[src/isc_pkg.sv]
// constants for the interrupt status collector
package isc_pkg;
  localparam int ISC_AW = 8;
  localparam logic [ISC_AW-1:0] ISC_STATUS_OFS = 8'h58;
  localparam logic [ISC_AW-1:0] ISC_BYTE_TEST_OFS = 8'h64;
  localparam logic [31:0] ISC_STATUS_RST = 32'h0000_0000;
  localparam logic [31:0] ISC_UNMAPPED_READ = 32'h0000_0000;
  // status bit positions
  localparam int ISC_B_SW = 31;
  localparam int ISC_B_TXHALT = 25;
  localparam int ISC_B_RXHALT = 24;
  localparam int ISC_B_DROPHALF = 23;
  localparam int ISC_B_LOADED = 21;
  localparam int ISC_B_RXXFER = 20;
  localparam int ISC_B_TIMER = 19;
  localparam int ISC_B_LINE = 18;
  localparam int ISC_B_POWER = 17;
  localparam int ISC_B_TRANSMIT_STATUS_OVERFLOW_FLAG = 16;
  localparam int ISC_B_RXWD = 15;
  localparam int ISC_B_RXERR = 14;
  localparam int ISC_B_TXERR = 13;
  localparam int ISC_B_TXOVR = 10;
  localparam int ISC_B_TXAVAIL = 9;
  localparam int ISC_B_TSFULL = 8;
  localparam int ISC_B_TSLEVEL = 7;
  localparam int ISC_B_DROP = 6;
  localparam int ISC_B_RSFULL = 4;
  localparam int ISC_B_RSLEVEL = 3;
  localparam int ISC_B_PIN_LO = 0;
  localparam int ISC_PIN_N = 3;
  // write-one-clear bits; bit 18 and reserved bits excluded
  localparam logic [31:0] ISC_WC_MASK = 32'h83bb_e7df;
  // level thresholds in the fifo level configuration word
  localparam int ISC_TXAVAIL_THR_LO = 24;
  localparam int ISC_TSLEVEL_THR_LO = 16;
  localparam int ISC_RSLEVEL_THR_LO = 0;
  localparam int ISC_THR_W = 8;
  localparam int ISC_BLOCK_SHIFT = 6;
  localparam logic [15:0] ISC_RX_LEN_LIMIT = 16'h0800;
  localparam logic [31:0] ISC_DROP_BEFORE = 32'h7fff_ffff;
  localparam logic [31:0] ISC_DROP_AFTER = 32'h8000_0000;
  localparam logic [15:0] ISC_TIMER_BEFORE = 16'h0000;
  localparam logic [15:0] ISC_TIMER_AFTER = 16'hffff;
  typedef struct packed {
    logic [31:0] status;
    logic [31:0] drop_prev;
    logic [15:0] timer_prev;
    logic prev_ok;
    logic [31:0] rdata;
    logic wake;
  } isc_state_t;
endpackage

[src/isc_collector.sv]
// interrupt status word with write-one-clear acknowledge
// Summary of operation
// - writing one to a writable status bit clears it; zero leaves it
// - bit 31 sets while software request enable is high; one clears it
// - bit 25 sets when transmit stop is requested and transmitter halted
// - bit 24 sets when the receive engine reports it has halted
// - bit 23 sets when drop counter steps 7fffffff to 80000000
// - bit 21 sets when a notify-flagged buffer is fully loaded
// - bit 20 sets when programmed receive transfer count has moved out
// - bit 19 sets when the general timer wraps from zero to ffff
// - bit 18 is read-only, mirrors line interface event, ignores writes
// - bit 17 sets on power event regardless of wake pin; one clears
// - only a host write to byte test register wakes the device
// - power event interrupt bypasses the deassertion hold-off interval
// - bit 16 sets when the transmit status queue overflows
// - bit 15 sets when a received packet exceeds 2048 bytes
// - bit 14 sets when the receive engine signals an error
// - bit 13 sets when the transmit engine signals an error
// - bit 10 sets on a transmit data write while that queue is full
// - bit 9 sets when transmit free space exceeds the threshold
// - bit 8 on transmit status full; bit 7 above its level threshold
// - bit 6 sets every time a received frame is dropped
// - bit 4 on receive status full; bit 3 above its level threshold
// - bits 2 to 0 capture general pin events; one clears each
// - master indication high when any enabled status bit is set
// - status bits record events regardless of the enable mask
// - free space threshold in bits 31-24 in 64-byte blocks
`timescale 1ns/100ps
`default_nettype none
module isc_collector
  import isc_pkg::*;
#(
  parameter int FREE_W = 14,
  parameter int WORDS_W = 8
) (
  // clock and reset
  input wire logic clk,
  input wire logic sys_rst,
  // host register access
  input wire logic host_cs,
  input wire logic host_wr,
  input wire logic host_rd,
  input wire logic [isc_pkg::ISC_AW-1:0] host_addr,
  input wire logic [31:0] host_wdata,
  output logic [31:0] host_rdata,
  // configuration from neighbouring registers
  input wire logic [31:0] int_enable,
  input wire logic [31:0] fifo_level_cfg,
  input wire logic software_request_enable,
  input wire logic transmit_stop_request,
  // transmit side events
  input wire logic transmitter_halted,
  input wire logic buffer_loaded,
  input wire logic transmit_error,
  input wire logic tx_data_write,
  input wire logic tx_data_full,
  input wire logic [FREE_W-1:0] tx_free_bytes,
  input wire logic tx_status_overflow,
  input wire logic tx_status_full,
  input wire logic [WORDS_W-1:0] tx_status_words,
  // receive side events
  input wire logic receiver_halted,
  input wire logic receive_transfer_done,
  input wire logic receive_error,
  input wire logic rx_frame_done,
  input wire logic [15:0] rx_frame_len,
  input wire logic frame_dropped,
  input wire logic [31:0] rx_drop_count,
  input wire logic rx_status_full,
  input wire logic [WORDS_W-1:0] rx_status_words,
  // other sources
  input wire logic [15:0] timer_value,
  input wire logic line_interface_irq,
  input wire logic power_event,
  input wire logic [isc_pkg::ISC_PIN_N-1:0] general_pin_events,
  // results
  output logic [31:0] interrupt_status,
  output logic master_irq,
  output logic power_event_irq,
  output logic device_wake
);
  import isc_pkg::*;

  isc_state_t st_r;
  isc_state_t st_nxt;
  logic [31:0] set_vec;
  logic [31:0] clr_vec;
  logic status_wr;
  logic status_rd;
  logic wake_wr;
  logic [ISC_THR_W-1:0] tx_blocks;

  function automatic logic level_over(input logic [WORDS_W-1:0] used,
                                      input logic [ISC_THR_W-1:0] thr);
    level_over = 32'(used) > 32'(thr);
  endfunction

  assign status_wr = host_cs && host_wr && host_addr == ISC_STATUS_OFS;
  assign status_rd = host_cs && host_rd;
  // any data written here counts, the value itself is ignored
  assign wake_wr = host_cs && host_wr && host_addr == ISC_BYTE_TEST_OFS;
  assign tx_blocks = ISC_THR_W'(tx_free_bytes >> ISC_BLOCK_SHIFT);

  always_comb begin
    set_vec = '0;
    set_vec[ISC_B_SW] = software_request_enable;
    set_vec[ISC_B_TXHALT] = transmit_stop_request && transmitter_halted;
    set_vec[ISC_B_RXHALT] = receiver_halted;
    // needs a valid previous sample so reset does not fake a crossing
    set_vec[ISC_B_DROPHALF] = st_r.prev_ok
      && st_r.drop_prev == ISC_DROP_BEFORE
      && rx_drop_count == ISC_DROP_AFTER;
    set_vec[ISC_B_LOADED] = buffer_loaded;
    set_vec[ISC_B_RXXFER] = receive_transfer_done;
    set_vec[ISC_B_TIMER] = st_r.prev_ok
      && st_r.timer_prev == ISC_TIMER_BEFORE
      && timer_value == ISC_TIMER_AFTER;
    set_vec[ISC_B_POWER] = power_event;
    set_vec[ISC_B_TRANSMIT_STATUS_OVERFLOW_FLAG] = tx_status_overflow;
    set_vec[ISC_B_RXWD] = rx_frame_done
      && rx_frame_len > ISC_RX_LEN_LIMIT;
    set_vec[ISC_B_RXERR] = receive_error;
    set_vec[ISC_B_TXERR] = transmit_error;
    set_vec[ISC_B_TXOVR] = tx_data_write && tx_data_full;
    set_vec[ISC_B_TXAVAIL] = tx_blocks >
      fifo_level_cfg[ISC_TXAVAIL_THR_LO +: ISC_THR_W];
    set_vec[ISC_B_TSFULL] = tx_status_full;
    set_vec[ISC_B_TSLEVEL] = level_over(tx_status_words,
      fifo_level_cfg[ISC_TSLEVEL_THR_LO +: ISC_THR_W]);
    set_vec[ISC_B_DROP] = frame_dropped;
    set_vec[ISC_B_RSFULL] = rx_status_full;
    set_vec[ISC_B_RSLEVEL] = level_over(rx_status_words,
      fifo_level_cfg[ISC_RSLEVEL_THR_LO +: ISC_THR_W]);
    set_vec[ISC_B_PIN_LO +: ISC_PIN_N] = general_pin_events;
  end

  // bit 18 and reserved bits are outside the clear mask
  assign clr_vec = status_wr ? (host_wdata & ISC_WC_MASK) : '0;

  always_comb begin
    st_nxt = st_r;
    // events are recorded whatever the enables say
    st_nxt.status = ((st_r.status & ~clr_vec) | set_vec)
      & ISC_WC_MASK;
    st_nxt.status[ISC_B_LINE] = line_interface_irq;
    st_nxt.drop_prev = rx_drop_count;
    st_nxt.timer_prev = timer_value;
    st_nxt.prev_ok = 1'b1;
    if (status_rd) begin
      st_nxt.rdata = host_addr == ISC_STATUS_OFS ? st_r.status
        : ISC_UNMAPPED_READ;
    end
    st_nxt.wake = wake_wr;
  end

  always_ff @(posedge clk) begin
    if (sys_rst) begin
      st_r.status <= ISC_STATUS_RST;
      st_r.drop_prev <= '0;
      st_r.timer_prev <= '0;
      st_r.prev_ok <= 1'b0;
      st_r.rdata <= '0;
      st_r.wake <= 1'b0;
    end else begin
      st_r <= st_nxt;
    end
  end

  assign host_rdata = st_r.rdata;
  assign interrupt_status = st_r.status;
  // enable mask gates only the summary and power event outputs, never the status bits
  assign master_irq = |(st_r.status & int_enable);
  // taken straight from the flag, no hold-off timer in the path
  assign power_event_irq = st_r.status[ISC_B_POWER]
    && int_enable[ISC_B_POWER];
  assign device_wake = st_r.wake;

  clear_write_a: assert property (
    @(posedge clk) disable iff (sys_rst)
    status_wr && host_wdata[ISC_B_TXERR] && !transmit_error
    |=> !interrupt_status[ISC_B_TXERR])
    else $error("write one did not clear bit 13");

  zero_write_a: assert property (
    @(posedge clk) disable iff (sys_rst)
    interrupt_status[ISC_B_RXERR] && status_wr && !host_wdata[ISC_B_RXERR]
    |=> interrupt_status[ISC_B_RXERR])
    else $error("write zero changed bit 14");

  sw_request_a: assert property (
    @(posedge clk) disable iff (sys_rst)
    software_request_enable |=> interrupt_status[ISC_B_SW])
    else $error("software request flag not set");

  tx_halt_a: assert property (
    @(posedge clk) disable iff (sys_rst)
    !(transmit_stop_request && transmitter_halted)
      && !interrupt_status[ISC_B_TXHALT]
    |=> !interrupt_status[ISC_B_TXHALT])
    else $error("transmit halted flag set without cause");

  drop_half_a: assert property (
    @(posedge clk) disable iff (sys_rst)
    $past(rx_drop_count) == ISC_DROP_BEFORE
      && rx_drop_count == ISC_DROP_AFTER && !$past(sys_rst)
    |=> interrupt_status[ISC_B_DROPHALF])
    else $error("drop counter halfway missed");

  timer_wrap_a: assert property (
    @(posedge clk) disable iff (sys_rst)
    $past(timer_value) == ISC_TIMER_BEFORE
      && timer_value == ISC_TIMER_AFTER && !$past(sys_rst)
    |=> interrupt_status[ISC_B_TIMER])
    else $error("timer wrap missed");

  line_mirror_a: assert property (
    @(posedge clk) disable iff (sys_rst)
    1'b1 |=> interrupt_status[ISC_B_LINE] == $past(line_interface_irq))
    else $error("line interface bit does not follow source");

  wake_only_a: assert property (
    @(posedge clk) disable iff (sys_rst)
    !wake_wr |=> !device_wake)
    else $error("wake without byte test write");

  power_irq_a: assert property (
    @(posedge clk) disable iff (sys_rst)
    power_event && int_enable[ISC_B_POWER]
      ##1 int_enable[ISC_B_POWER] |-> power_event_irq)
    else $error("power event interrupt delayed");

  watchdog_a: assert property (
    @(posedge clk) disable iff (sys_rst)
    rx_frame_done && rx_frame_len == 16'h0801
    |=> interrupt_status[ISC_B_RXWD])
    else $error("long packet not flagged");

  master_irq_a: assert property (
    @(posedge clk) disable iff (sys_rst)
    transmit_error ##1 int_enable[ISC_B_TXERR] |-> master_irq)
    else $error("enabled event missing from master");

  set_wins_a: assert property (
    @(posedge clk) disable iff (sys_rst)
    frame_dropped && status_wr && host_wdata[ISC_B_DROP]
    |=> interrupt_status[ISC_B_DROP])
    else $error("event lost against clear");

  reserved_zero_a: assert property (
    @(posedge clk) disable iff (sys_rst)
    status_wr |=> (interrupt_status & ~ISC_WC_MASK
      & ~(32'h1 << ISC_B_LINE)) == 32'h0)
    else $error("reserved status bit set");

  reset_clear_a: assert property (
    @(posedge clk)
    sys_rst |=> interrupt_status == ISC_STATUS_RST && !device_wake)
    else $error("status not cleared by reset");

  tx_halt_set_a: assert property (
    @(posedge clk) disable iff (sys_rst)
    transmit_stop_request && transmitter_halted
    |=> interrupt_status[ISC_B_TXHALT])
    else $error("transmit halted flag missed");

  rx_halt_a: assert property (
    @(posedge clk) disable iff (sys_rst)
    receiver_halted |=> interrupt_status[ISC_B_RXHALT])
    else $error("receive halted flag missed");

  buffer_loaded_a: assert property (
    @(posedge clk) disable iff (sys_rst)
    buffer_loaded |=> interrupt_status[ISC_B_LOADED])
    else $error("buffer loaded flag missed");

  rx_transfer_a: assert property (
    @(posedge clk) disable iff (sys_rst)
    receive_transfer_done |=> interrupt_status[ISC_B_RXXFER])
    else $error("receive transfer flag missed");

  power_flag_a: assert property (
    @(posedge clk) disable iff (sys_rst)
    power_event |=> interrupt_status[ISC_B_POWER])
    else $error("power event flag missed");

  power_clear_a: assert property (
    @(posedge clk) disable iff (sys_rst)
    status_wr && host_wdata[ISC_B_POWER] && !power_event
    |=> !interrupt_status[ISC_B_POWER])
    else $error("write one did not clear bit 17");

  tx_overflow_a: assert property (
    @(posedge clk) disable iff (sys_rst)
    tx_status_overflow |=> interrupt_status[ISC_B_TRANSMIT_STATUS_OVERFLOW_FLAG])
    else $error("status queue overflow missed");

  rx_error_a: assert property (
    @(posedge clk) disable iff (sys_rst)
    receive_error |=> interrupt_status[ISC_B_RXERR])
    else $error("receive error flag missed");

  tx_overrun_a: assert property (
    @(posedge clk) disable iff (sys_rst)
    tx_data_write && tx_data_full |=> interrupt_status[ISC_B_TXOVR])
    else $error("transmit data overrun missed");

  pin_event_a: assert property (
    @(posedge clk) disable iff (sys_rst)
    general_pin_events != '0 |=> (interrupt_status[ISC_B_PIN_LO +: ISC_PIN_N]
      & $past(general_pin_events)) == $past(general_pin_events))
    else $error("general pin event missed");
endmodule
`default_nettype wire

[config.mk]
export PLATFORM = sky130hd
export DESIGN_NAME = isc_collector
export DESIGN_NICKNAME = d
export VERILOG_FILES = /design/src/isc_pkg.sv /design/src/isc_collector.sv
export SDC_FILE = /design/constraint.sdc
export NUM_CORES = 1
export LEC_CHECK = 0
export BUFFER_PORTS_ARGS = -buffer_cell sky130_fd_sc_hd__buf_2
export CORE_AREA = 2 2 113 115
export DETAILED_ROUTE_END_ITERATION = 6
export DIE_AREA = 0 0 115 117
export PLACE_DENSITY = 0.7
export SLEW_MARGIN = 25
export SYNTH_ARGS = -nofsm -noshare
export SYNTH_HDL_FRONTEND = slang
export SYNTH_SLANG_ARGS = --single-unit
[constraint.sdc]
create_clock -name clk -period 4.1 [get_ports clk]
set_input_delay 0.205 -clock clk [delete_from_list [all_inputs] [get_ports clk]]
set_output_delay 0.205 -clock clk [all_outputs]
set_load 0.01 [all_outputs]
==> results of run 1 <==
## critical path: stages (launching register included)
cell and delay (ns):
dfxtp_1 0.41, a22oi_1 0.26, nand4_1 0.11, nor2_1 0.14
nand4_1 0.10, buf_2 0.17
## state kept, by name (all words and copies together), names as in the netlist
register	flops
st_r	49
host_rdata	23
interrupt_status	23
device_wake	1
## cells in the final DEF, fill, tap and decap left out, types with 2 or more instances in the layout
cell type	n
buf_2	237
dfxtp_1	96
nor2b_1	52
nor2_1	44
nand2_1	34
a22oi_1	33
inv_1	25
ha_1	24
a21oi_1	23
conb_1	18
nand4_1	17
nor4_1	11
clkbuf_16	9
nor3_1	6
nand3_1	5
a21o_1	5
and3_1	4
o21ai_0	3
o22ai_1	3
nor3_4	2
a22oi_2	2
nor4b_1	2
or4_1	2
nand4b_1	2
a41o_1	2
a221oi_1	2
clkbuf_1	2
inv_6	2
buf_6	2
## final timing paths
kind	startpoint	endpoint	slack (ns)
max	interrupt_status[19]	master_irq	2.37
min	general_pin_events[0]	interrupt_status[0]	0.08
max reg2reg	st_r[34]	interrupt_status[19]	2.90
min reg2reg	host_rdata[25]	host_rdata[25]	0.50
## area by class of cell
type,instances,share of cell area
multi-input combinational,302,0.336
timing repair buffer,240,0.217
inverter,25,0.0168
clock inverter,5,0.0114
sequential,96,0.344
tap,150,0.0336
clock buffer,11,0.0416
## power by group
| group | total, mW | switching [mW] | internal, mW | leakage (nW) |
|---|---|---|---|---|
| Combinational | 0.253 | 0.122 | 0.131 | 1.83 |
| Clock | 0.816 | 0.338 | 0.478 | 0.141 |
| Sequential | 1.00 | 0.0270 | 0.975 | 0.794 |
## logic make-up (layout without fill, tap and decap cells)
family	after synthesis	in the layout	synth area share
buffers and inverters	105	281	0.150
and+or+nand+nor	184	184	0.225
AOI/OAI and AO/OA	76	76	0.119
adders and majority gates	24	24	0.0684
DFF	96	96	0.438
other	1	18	0.000854
## layer usage
metal,GRT usage,vias to the layer above,share of wire
met4,0.0466,0,0.011
met2,0.305,156,0.51
met3,0.0396,10,0.067
met5,0,-,0
li1,-,1968,-
met1,0.189,1680,0.41
## per-stage QoR
stage	power, mW	util
after floorplan	1.17	-
after CTS	2.10	0.453
after detailed placement	1.28	0.429
after global placement	1.27	0.428
after global routing	2.18	0.454
final	2.07	0.454
==> impl_metrics.env, run 1 <==
export IMPL_outcome="complete, no violations"
export IMPL_hold_violations=0
export IMPL_period_needed_ns=1.73
export IMPL_period_share=0.422
export IMPL_core_um2=12300
export IMPL_yosysTopAreaCell="dfxtp_1"
export IMPL_r2r_cells=5
export IMPL_clk_path_buf_depth=2
export IMPL_drive_gt1_frac=0.381
export IMPL_fin_ws_ns=2.37
export IMPL_drt_pass1_iter_count=4
export IMPL_dp_cells=812
export IMPL_pre_cts_ws_ns=1.82
export IMPL_seq_area_um2=1920
export IMPL_portBuffers=238
export IMPL_ir_drop_uv=219
export IMPL_multi_input_area_um2=1880
export IMPL_worstPathRequired_ns=3.89
export IMPL_die_w_um=115
export IMPL_finalSetupViolations=0
export IMPL_cts_htree_levels=3
export IMPL_syn_area_um2=4390
export IMPL_synth_area_leaders="dfxtp_1 (44%), buf_4 (11%), nor2b_1 (7.4%), ha_1 (6.8%), a22oi_1 (5.6%)"
export IMPL_drt_total_wl_um=11400
export IMPL_dpl_hpwl_um=9280
export IMPL_cts_sinks=96
export IMPL_slew_headroom=0.351
export IMPL_timing_hold_ws_ns=0.0812
export IMPL_cts_setup_buffers=0
export IMPL_clk_pin_slew_ns=0.07
export IMPL_cts_buffers=9
export IMPL_synth_cell_types=34
export IMPL_ys_seq_elements=96
export IMPL_ys_flop_type="dfxtp_1"
export IMPL_viasPerCell=4.60
export IMPL_row_count=41
export IMPL_critPathArrivalTime_ns=1.53
export IMPL_nNetsFinal=921
export IMPL_max_cap_viol_count=0
export IMPL_start_util=0.357
export IMPL_design_die_area_um2=13500
export IMPL_power_density_nw_per_um2=370
export IMPL_drcViolationCount=0
export IMPL_grt_pass1_wl_um=16800
export IMPL_ant_nets=0
export IMPL_routedWlPerCell_um=13.8
export IMPL_vias=3814
export IMPL_instances_no_fill=829
export IMPL_rsz0062_at_grt="false"
export IMPL_ctsResizeCount=0
export IMPL_cts_root_buf="clkbuf_16"
export IMPL_slew_violations=0
export IMPL_clock_latency_ns=0.34
export IMPL_cts_hold_buf=0
export IMPL_ys_async_sr_fraction=0
export IMPL_cp_max_fo=4
export IMPL_grt_pass1_vias=3387
export IMPL_postSynthAreaPerCell_um2=9.04
export IMPL_synth_top_cell_area_share=0.438
export IMPL_antenna_cells=0
export IMPL_grt_start_max_net_pins=97
export IMPL_fin_setup_tns_ns=0
export IMPL_finClkSkew_ns=0.00980
export IMPL_synth_edf_count=0
export IMPL_hold_path_class="input port to flip-flop"
export IMPL_critical_path_class="flip-flop to output port"
export IMPL_fin_area_um2=5590
export IMPL_area_delta_synth_final_pct=27.4
export IMPL_synth_yosys_seq_area_share=0.438
export IMPL_synth_most_common_cell="dfxtp_1"
export IMPL_grt_overflow=0
export IMPL_timing_fmax_mhz=578
export IMPL_routabilityCongestion=0.859
export IMPL_hold_depth=3
export IMPL_synth_warnings=0
export IMPL_io_pins=290
export IMPL_synth_common_cells="dfxtp_1 (96), buf_4 (66), nor2b_1 (52), nor2_1 (44), nand2_1 (34)"
export IMPL_antenna_found_initial=0
export IMPL_grt_usage=0.165
export IMPL_crit_path_end_kind="output port"
export IMPL_critPathLaunchType="flip-flop"
export IMPL_syn_inst=486
export IMPL_num_fill_cells=1223
export IMPL_tritoncts="done"
export IMPL_place_area_um2=5290
export IMPL_worstMarginPinSlew_ns=0.971
export IMPL_drtIter0Drc=176
export IMPL_dieHeight_um=117
export IMPL_leakage_nw=2.76
No activity file was read; power rests on OpenSTA's default activity.
==> inputs of run 2 (changes only) <==
--- a/config.mk
+++ b/config.mk
@@ -6,10 +6,10 @@
 export NUM_CORES = 1
 export LEC_CHECK = 0
 export BUFFER_PORTS_ARGS = -buffer_cell sky130_fd_sc_hd__buf_2
-export CORE_AREA = 2 2 113 115
+export CORE_AREA = 2 2 112 114
 export DETAILED_ROUTE_END_ITERATION = 6
-export DIE_AREA = 0 0 115 117
-export PLACE_DENSITY = 0.7
+export DIE_AREA = 0 0 114 116
+export PLACE_DENSITY = 0.71
 export SLEW_MARGIN = 25
 export SYNTH_ARGS = -nofsm -noshare
 export SYNTH_HDL_FRONTEND = slang
==> constraint.sdc (replaced) <==
create_clock -name clk -period 1.6 [get_ports clk]
set_input_delay 0.08 -clock clk [delete_from_list [all_inputs] [get_ports clk]]
set_output_delay 0.08 -clock clk [all_outputs]
set_load 0.01 [all_outputs]
==> run 2 against run 1 <==
Design area is 13% higher. Sequential share of layout area fell by 3.9 points. Total power rose to 2.6 times the previous value. Critical endpoint is now interrupt_status[23]. Highest routed layer unchanged.
==> impl_metrics.env, run 2 (synthesis results as in run 1) <==
export IMPL_outcome="complete, no violations"
export IMPL_grt_usage=0.188
export IMPL_final_util=0.532
export IMPL_instances_no_fill=897
export IMPL_core_um2=11900
export IMPL_crit_chain="dlygate4sd3_1 > buf_2 > or4_1 > nor4_2 > nand4_1 > o31ai_2"
export IMPL_row_count=40
export IMPL_tritoncts="done"
export IMPL_leakage_nw=3.08
export IMPL_routedWlPerCell_um=14.2
export IMPL_cts_setup_buffers=0
export IMPL_finalSetupViolations=0
export IMPL_critical_path_class="input port to flip-flop"
export IMPL_viasPerCell=4.62
export IMPL_antenna_found_initial=1
export IMPL_drt_pass1_iter_count=4
export IMPL_ant_nets=0
export IMPL_vias=4147
export IMPL_start_util=0.369
export IMPL_cts_buffers=9
export IMPL_final_common_cell="buf_2"
export IMPL_area_delta_synth_final_pct=44.2
export IMPL_die_w_um=114
export IMPL_period_needed_ns=1.57
export IMPL_grt_pass1_wl_um=19100
export IMPL_grt_start_max_net_pins=55
export IMPL_cts_root_buf="clkbuf_16"
export IMPL_grt_overflow=0
export IMPL_nNetsFinal=991
export IMPL_crit_path_end_kind="flip-flop"
export IMPL_cts_sinks=96
export IMPL_design_die_area_um2=13200
export IMPL_critPathArrivalTime_ns=1.82
export IMPL_worstPathRequired_ns=1.85
export IMPL_portBuffers=238
export IMPL_finClkSkew_ns=0.00711
export IMPL_grt_pass1_vias=3974
export IMPL_timing_fmax_mhz=638
export IMPL_clk_path_buf_depth=2
export IMPL_io_pins=290
export IMPL_drive_gt1_frac=0.366
export IMPL_largest_reg_flops=49
export IMPL_clk_pin_slew_ns=0.07
export IMPL_max_cap_viol_count=0
export IMPL_p_total_mw=5.41
export IMPL_path_buf_inv=2
export IMPL_drtIter0Drc=168
export IMPL_dpl_hpwl_um=9510
export IMPL_dieHeight_um=116
export IMPL_cp_max_fo=2
export IMPL_hold_path_class="input port to flip-flop"
export IMPL_hold_violations=0
export IMPL_routabilityCongestion=0.850
export IMPL_slew_violations=0
export IMPL_period_share=0.980
export IMPL_critPathLaunchType="input port"
export IMPL_clock_latency_ns=0.33
export IMPL_ir_drop_uv=460
export IMPL_cts_htree_levels=3
export IMPL_rsz0062_at_grt="true"
export IMPL_dp_cells=815
export IMPL_power_density_nw_per_um2=854
export IMPL_layout_common_cells="buf_2 (237), dfxtp_1 (93), dlygate4sd3_1 (65)"
export IMPL_largest_register="st_r"
export IMPL_drt_total_wl_um=12700
export IMPL_drcViolationCount=0
export IMPL_cp_slowest_stage_delay_ns=0.52
export IMPL_crit_slowest_cell="dlygate4sd3_1"
export IMPL_critical_path_top_delay_family="simple AND/OR/NAND/NOR gates"
run 2: cell types whose count changed in the layout (fill, tap and decap cells not counted), moves of 2 or more:
cell / change
clkbuf_1: -2
buf_12: +3
dlygate4sd3_1: +65
dfxtp_1: -3
buf_4: +4
buf_6: -2
dfxtp_2: +2
run 2: layout make-up:
cell class,instances,area [µm²]
inverter,25,93.8
fill,1068,5580
antenna,1,2.50
timing repair buffer,310,1930
multi-input combinational,302,1900
sequential,96,1930
tap,147,184
clock buffer,10,239
clock inverter,6,51.3
run 2: power by group:
| part | total [mW] | switching [mW] | leakage (nW) | internal, mW |
|---|---|---|---|---|
| sequential | 2.57 | 0.0702 | 0.795 | 2.50 |
| combinational | 0.794 | 0.340 | 2.14 | 0.453 |
| clock | 2.05 | 0.928 | 0.145 | 1.12 |
| total | 5.41 | 1.34 | 3.08 | 4.07 |
run 2: path summary, 6_finish.rpt:
kind                  startpoint                    to  slack [ns]  cells past startpoint
max            rx_drop_count[19]  interrupt_status[23]        0.03                      6
max reg2reg             st_r[34]  interrupt_status[19]        0.40                      5
min reg2reg  interrupt_status[7]   interrupt_status[7]        0.50                      2
min            rx_drop_count[14]              st_r[64]      0.0004                      2
run 2: per-layer routing:
metal	routed length, µm	track usage	part of all wire	up-vias
met5	0	0	0	-
met2	6710	0.364	0.53	179
met3	771	0.0356	0.061	13
met4	225	0.0667	0.018	0
li1	-	-	-	2114
met1	5020	0.203	0.39	1841
run 2: metrics by stage:
stage / area (µm²) / setup TNS, ns / worst slack [ns] / hold slack (ns)
floorplan: 4460 / 0 / 0.211 / 0.163
finish: 6330 / 0 / 0.0317 / 0.000363
global route: 6330 / -0.0851 / -0.0631 / 0.0106
global placement: 5360 / 0 / 0.0229 / 0.285
detailed placement: 5360 / -0.0375 / -0.0281 / 0.294
CTS: 6310 / 0 / 0.0131 / 0.00188
run 2: worst reg2reg max path, stage by stage (launching register included):
cell and delay [ns]:
dfxtp_1 0.30, nor4_1 0.30, nand2_1 0.09, nor3_1 0.15, nand4_1 0.13, a21oi_1 0.15
run 2: what timing repair did:
item,in CTS,in global routing
gates cloned,0,0
endpoints found under the hold margin,63,0
pin swaps,0,3
gates resized for setup,1,8
hold buffers,65,0
setup endpoints to repair,1,2
==> inputs of run 3 (changes only) <==
==> constraint.sdc (replaced) <==
create_clock -name clk -period 1.77 [get_ports clk]
set_input_delay 0.0885 -clock clk [delete_from_list [all_inputs] [get_ports clk]]
set_output_delay 0.0885 -clock clk [all_outputs]
set_load 0.01 [all_outputs]
==> run 3 against run 2 <==
Core utilization fell by 0.78 points. Register-to-register slack improved by 0.17 ns. Design area fell by 1.5%. Clock-buffer cell count rose by 1. Clock skew barely moved. Cell count fell by 0.33%. Sequential cell count did not move. Setup slack improved by 0.099 ns. Worst hold slack improved by 0.0093 ns. Die area did not move. Clock power fell by 13%.
==> impl_metrics.env, run 3 (synthesis results as in run 1) <==
export IMPL_ant_nets=0
export IMPL_hold_path_class="input port to flip-flop"
export IMPL_r2r_cells=5
export IMPL_vias=4192
export IMPL_row_count=40
export IMPL_viasPerCell=4.69
export IMPL_clk_path_buf_depth=2
export IMPL_start_util=0.369
export IMPL_final_util=0.524
export IMPL_dpl_hpwl_um=9370
export IMPL_io_pins=290
export IMPL_drive_gt1_frac=0.353
export IMPL_cts_sinks=96
export IMPL_slew_violations=0
export IMPL_drt_total_wl_um=13000
export IMPL_cts_setup_buffers=0
export IMPL_nNetsFinal=987
export IMPL_design_die_area_um2=13200
export IMPL_rsz0062_at_grt="false"
export IMPL_period_share=0.926
export IMPL_worstPathRequired_ns=2.02
export IMPL_drtIter0Drc=249
export IMPL_critPathLaunchType="input port"
export IMPL_clk_pin_slew_ns=0.06
export IMPL_core_um2=11900
export IMPL_area_delta_synth_final_pct=42.1
export IMPL_grt_pass1_wl_um=19400
export IMPL_die_w_um=114
export IMPL_busiest_layer="met2"
export IMPL_largest_register="st_r"
export IMPL_ir_drop_uv=506
export IMPL_critPathArrivalTime_ns=1.89
export IMPL_tritoncts="done"
export IMPL_clock_latency_ns=0.34
export IMPL_r2r_slack_ns=0.57
export IMPL_dieHeight_um=116
export IMPL_finClkSkew_ns=0.00741
export IMPL_critical_path_class="input port to flip-flop"
export IMPL_routabilityCongestion=0.838
export IMPL_cp_max_fo=2
export IMPL_cts_htree_levels=3
export IMPL_layout_common_cells="buf_2 (237), dfxtp_1 (96), dlygate4sd3_1 (62)"
export IMPL_grt_pass1_vias=3999
export IMPL_routedWlPerCell_um=14.5
export IMPL_drcViolationCount=0
export IMPL_fin_setup_tns_ns=0
export IMPL_fin_area_um2=6240
export IMPL_portBuffers=238
export IMPL_rr_startpoint="st_r[34]"
export IMPL_r2r_end="interrupt_status[19]"
export IMPL_max_cap_viol_count=0
export IMPL_dp_cells=814
export IMPL_hold_depth=3
export IMPL_cts_buffers=9
export IMPL_grt_overflow=0
export IMPL_instances_no_fill=894
export IMPL_timing_fmax_mhz=610
export IMPL_use_met1=0.203
export IMPL_hold_violations=0
export IMPL_ctsResizeCount=0
export IMPL_finalSetupViolations=0
export IMPL_gr_usage_met3=0.0434
export IMPL_crit_path_end_kind="flip-flop"
export IMPL_outcome="complete, no violations"
export IMPL_grt_start_max_net_pins=45
export IMPL_leakage_nw=3.03
export IMPL_antenna_found_initial=1
export IMPL_use_met2=0.373
export IMPL_final_common_cell="buf_2"
export IMPL_startpoint="rx_drop_count[17]"
export IMPL_period_needed_ns=1.64
export IMPL_cts_root_buf="clkbuf_16"
export IMPL_power_density_nw_per_um2=770
export IMPL_crit_path_end="interrupt_status[23]"
export IMPL_place_area_um2=5340
export IMPL_timing_hold_ws_ns=0.00962
export IMPL_grt_usage=0.193
export IMPL_largest_reg_flops=49
export IMPL_cts_hold_buf=62
export IMPL_drt_pass1_iter_count=4
## run 3: changes by cell type in the layout (fill, tap and decap cells not counted), moves of 2 or more
| cell | previous run | this run |
|---|---|---|
| clkinvlp_4 | 0 | 2 |
| dlygate4sd3_1 | 65 | 62 |
| dfxtp_1 | 93 | 96 |
| dfxtp_2 | 2 | 0 |
| clkbuf_1 | 0 | 2 |
## run 3: area by class of cell
cell class	instances	area, µm²
fill	1103	5670
sequential	96	1920
timing repair buffer	306	1880
multi-input combinational	302	1880
clock buffer	11	233
tap	147	184
inverter	25	93.8
clock inverter	5	41.3
antenna	2	5.00
## run 3: critical path, cell delays in order
cell,delay [ns]
dlygate4sd3_1,0.54
buf_2,0.13
or4_1,0.55
nor4_1,0.26
nand4_1,0.13
o31ai_1,0.20
## run 3: worst min-delay path by stage
stage / start / endpoint / slack [ns]
after floorplan: sys_rst / st_r[81] / 0.17
after global placement: general_pin_events[0] / interrupt_status[0] / 0.29
after detailed placement: tx_status_full / interrupt_status[8] / 0.30
after CTS: timer_value[3] / st_r[37] / 0.0004
after global routing: timer_value[3] / st_r[37] / 0.007
final: tx_data_full / interrupt_status[10] / 0.01
## run 3: per-layer routing
layer | vias up | share of wire
li1 | 2100 | -
met1 | 1896 | 0.39
met2 | 181 | 0.53
met3 | 15 | 0.066
met4 | 0 | 0.016
met5 | - | 0
## run 3: where the power goes
part | internal (mW) | switching (mW) | total, mW | leakage (nW)
logic | 0.400 | 0.312 | 0.711 | 2.11
registers | 2.26 | 0.0627 | 2.32 | 0.794
clock network | 0.963 | 0.813 | 1.78 | 0.126
## run 3: through the flow
step,total power [mW],setup WS (ns)
final,4.81,0.130
after detailed placement,2.96,0.149
after global placement,2.95,0.149
after CTS,4.86,0.138
after global routing,5.06,0.0710
after floorplan,2.70,0.372
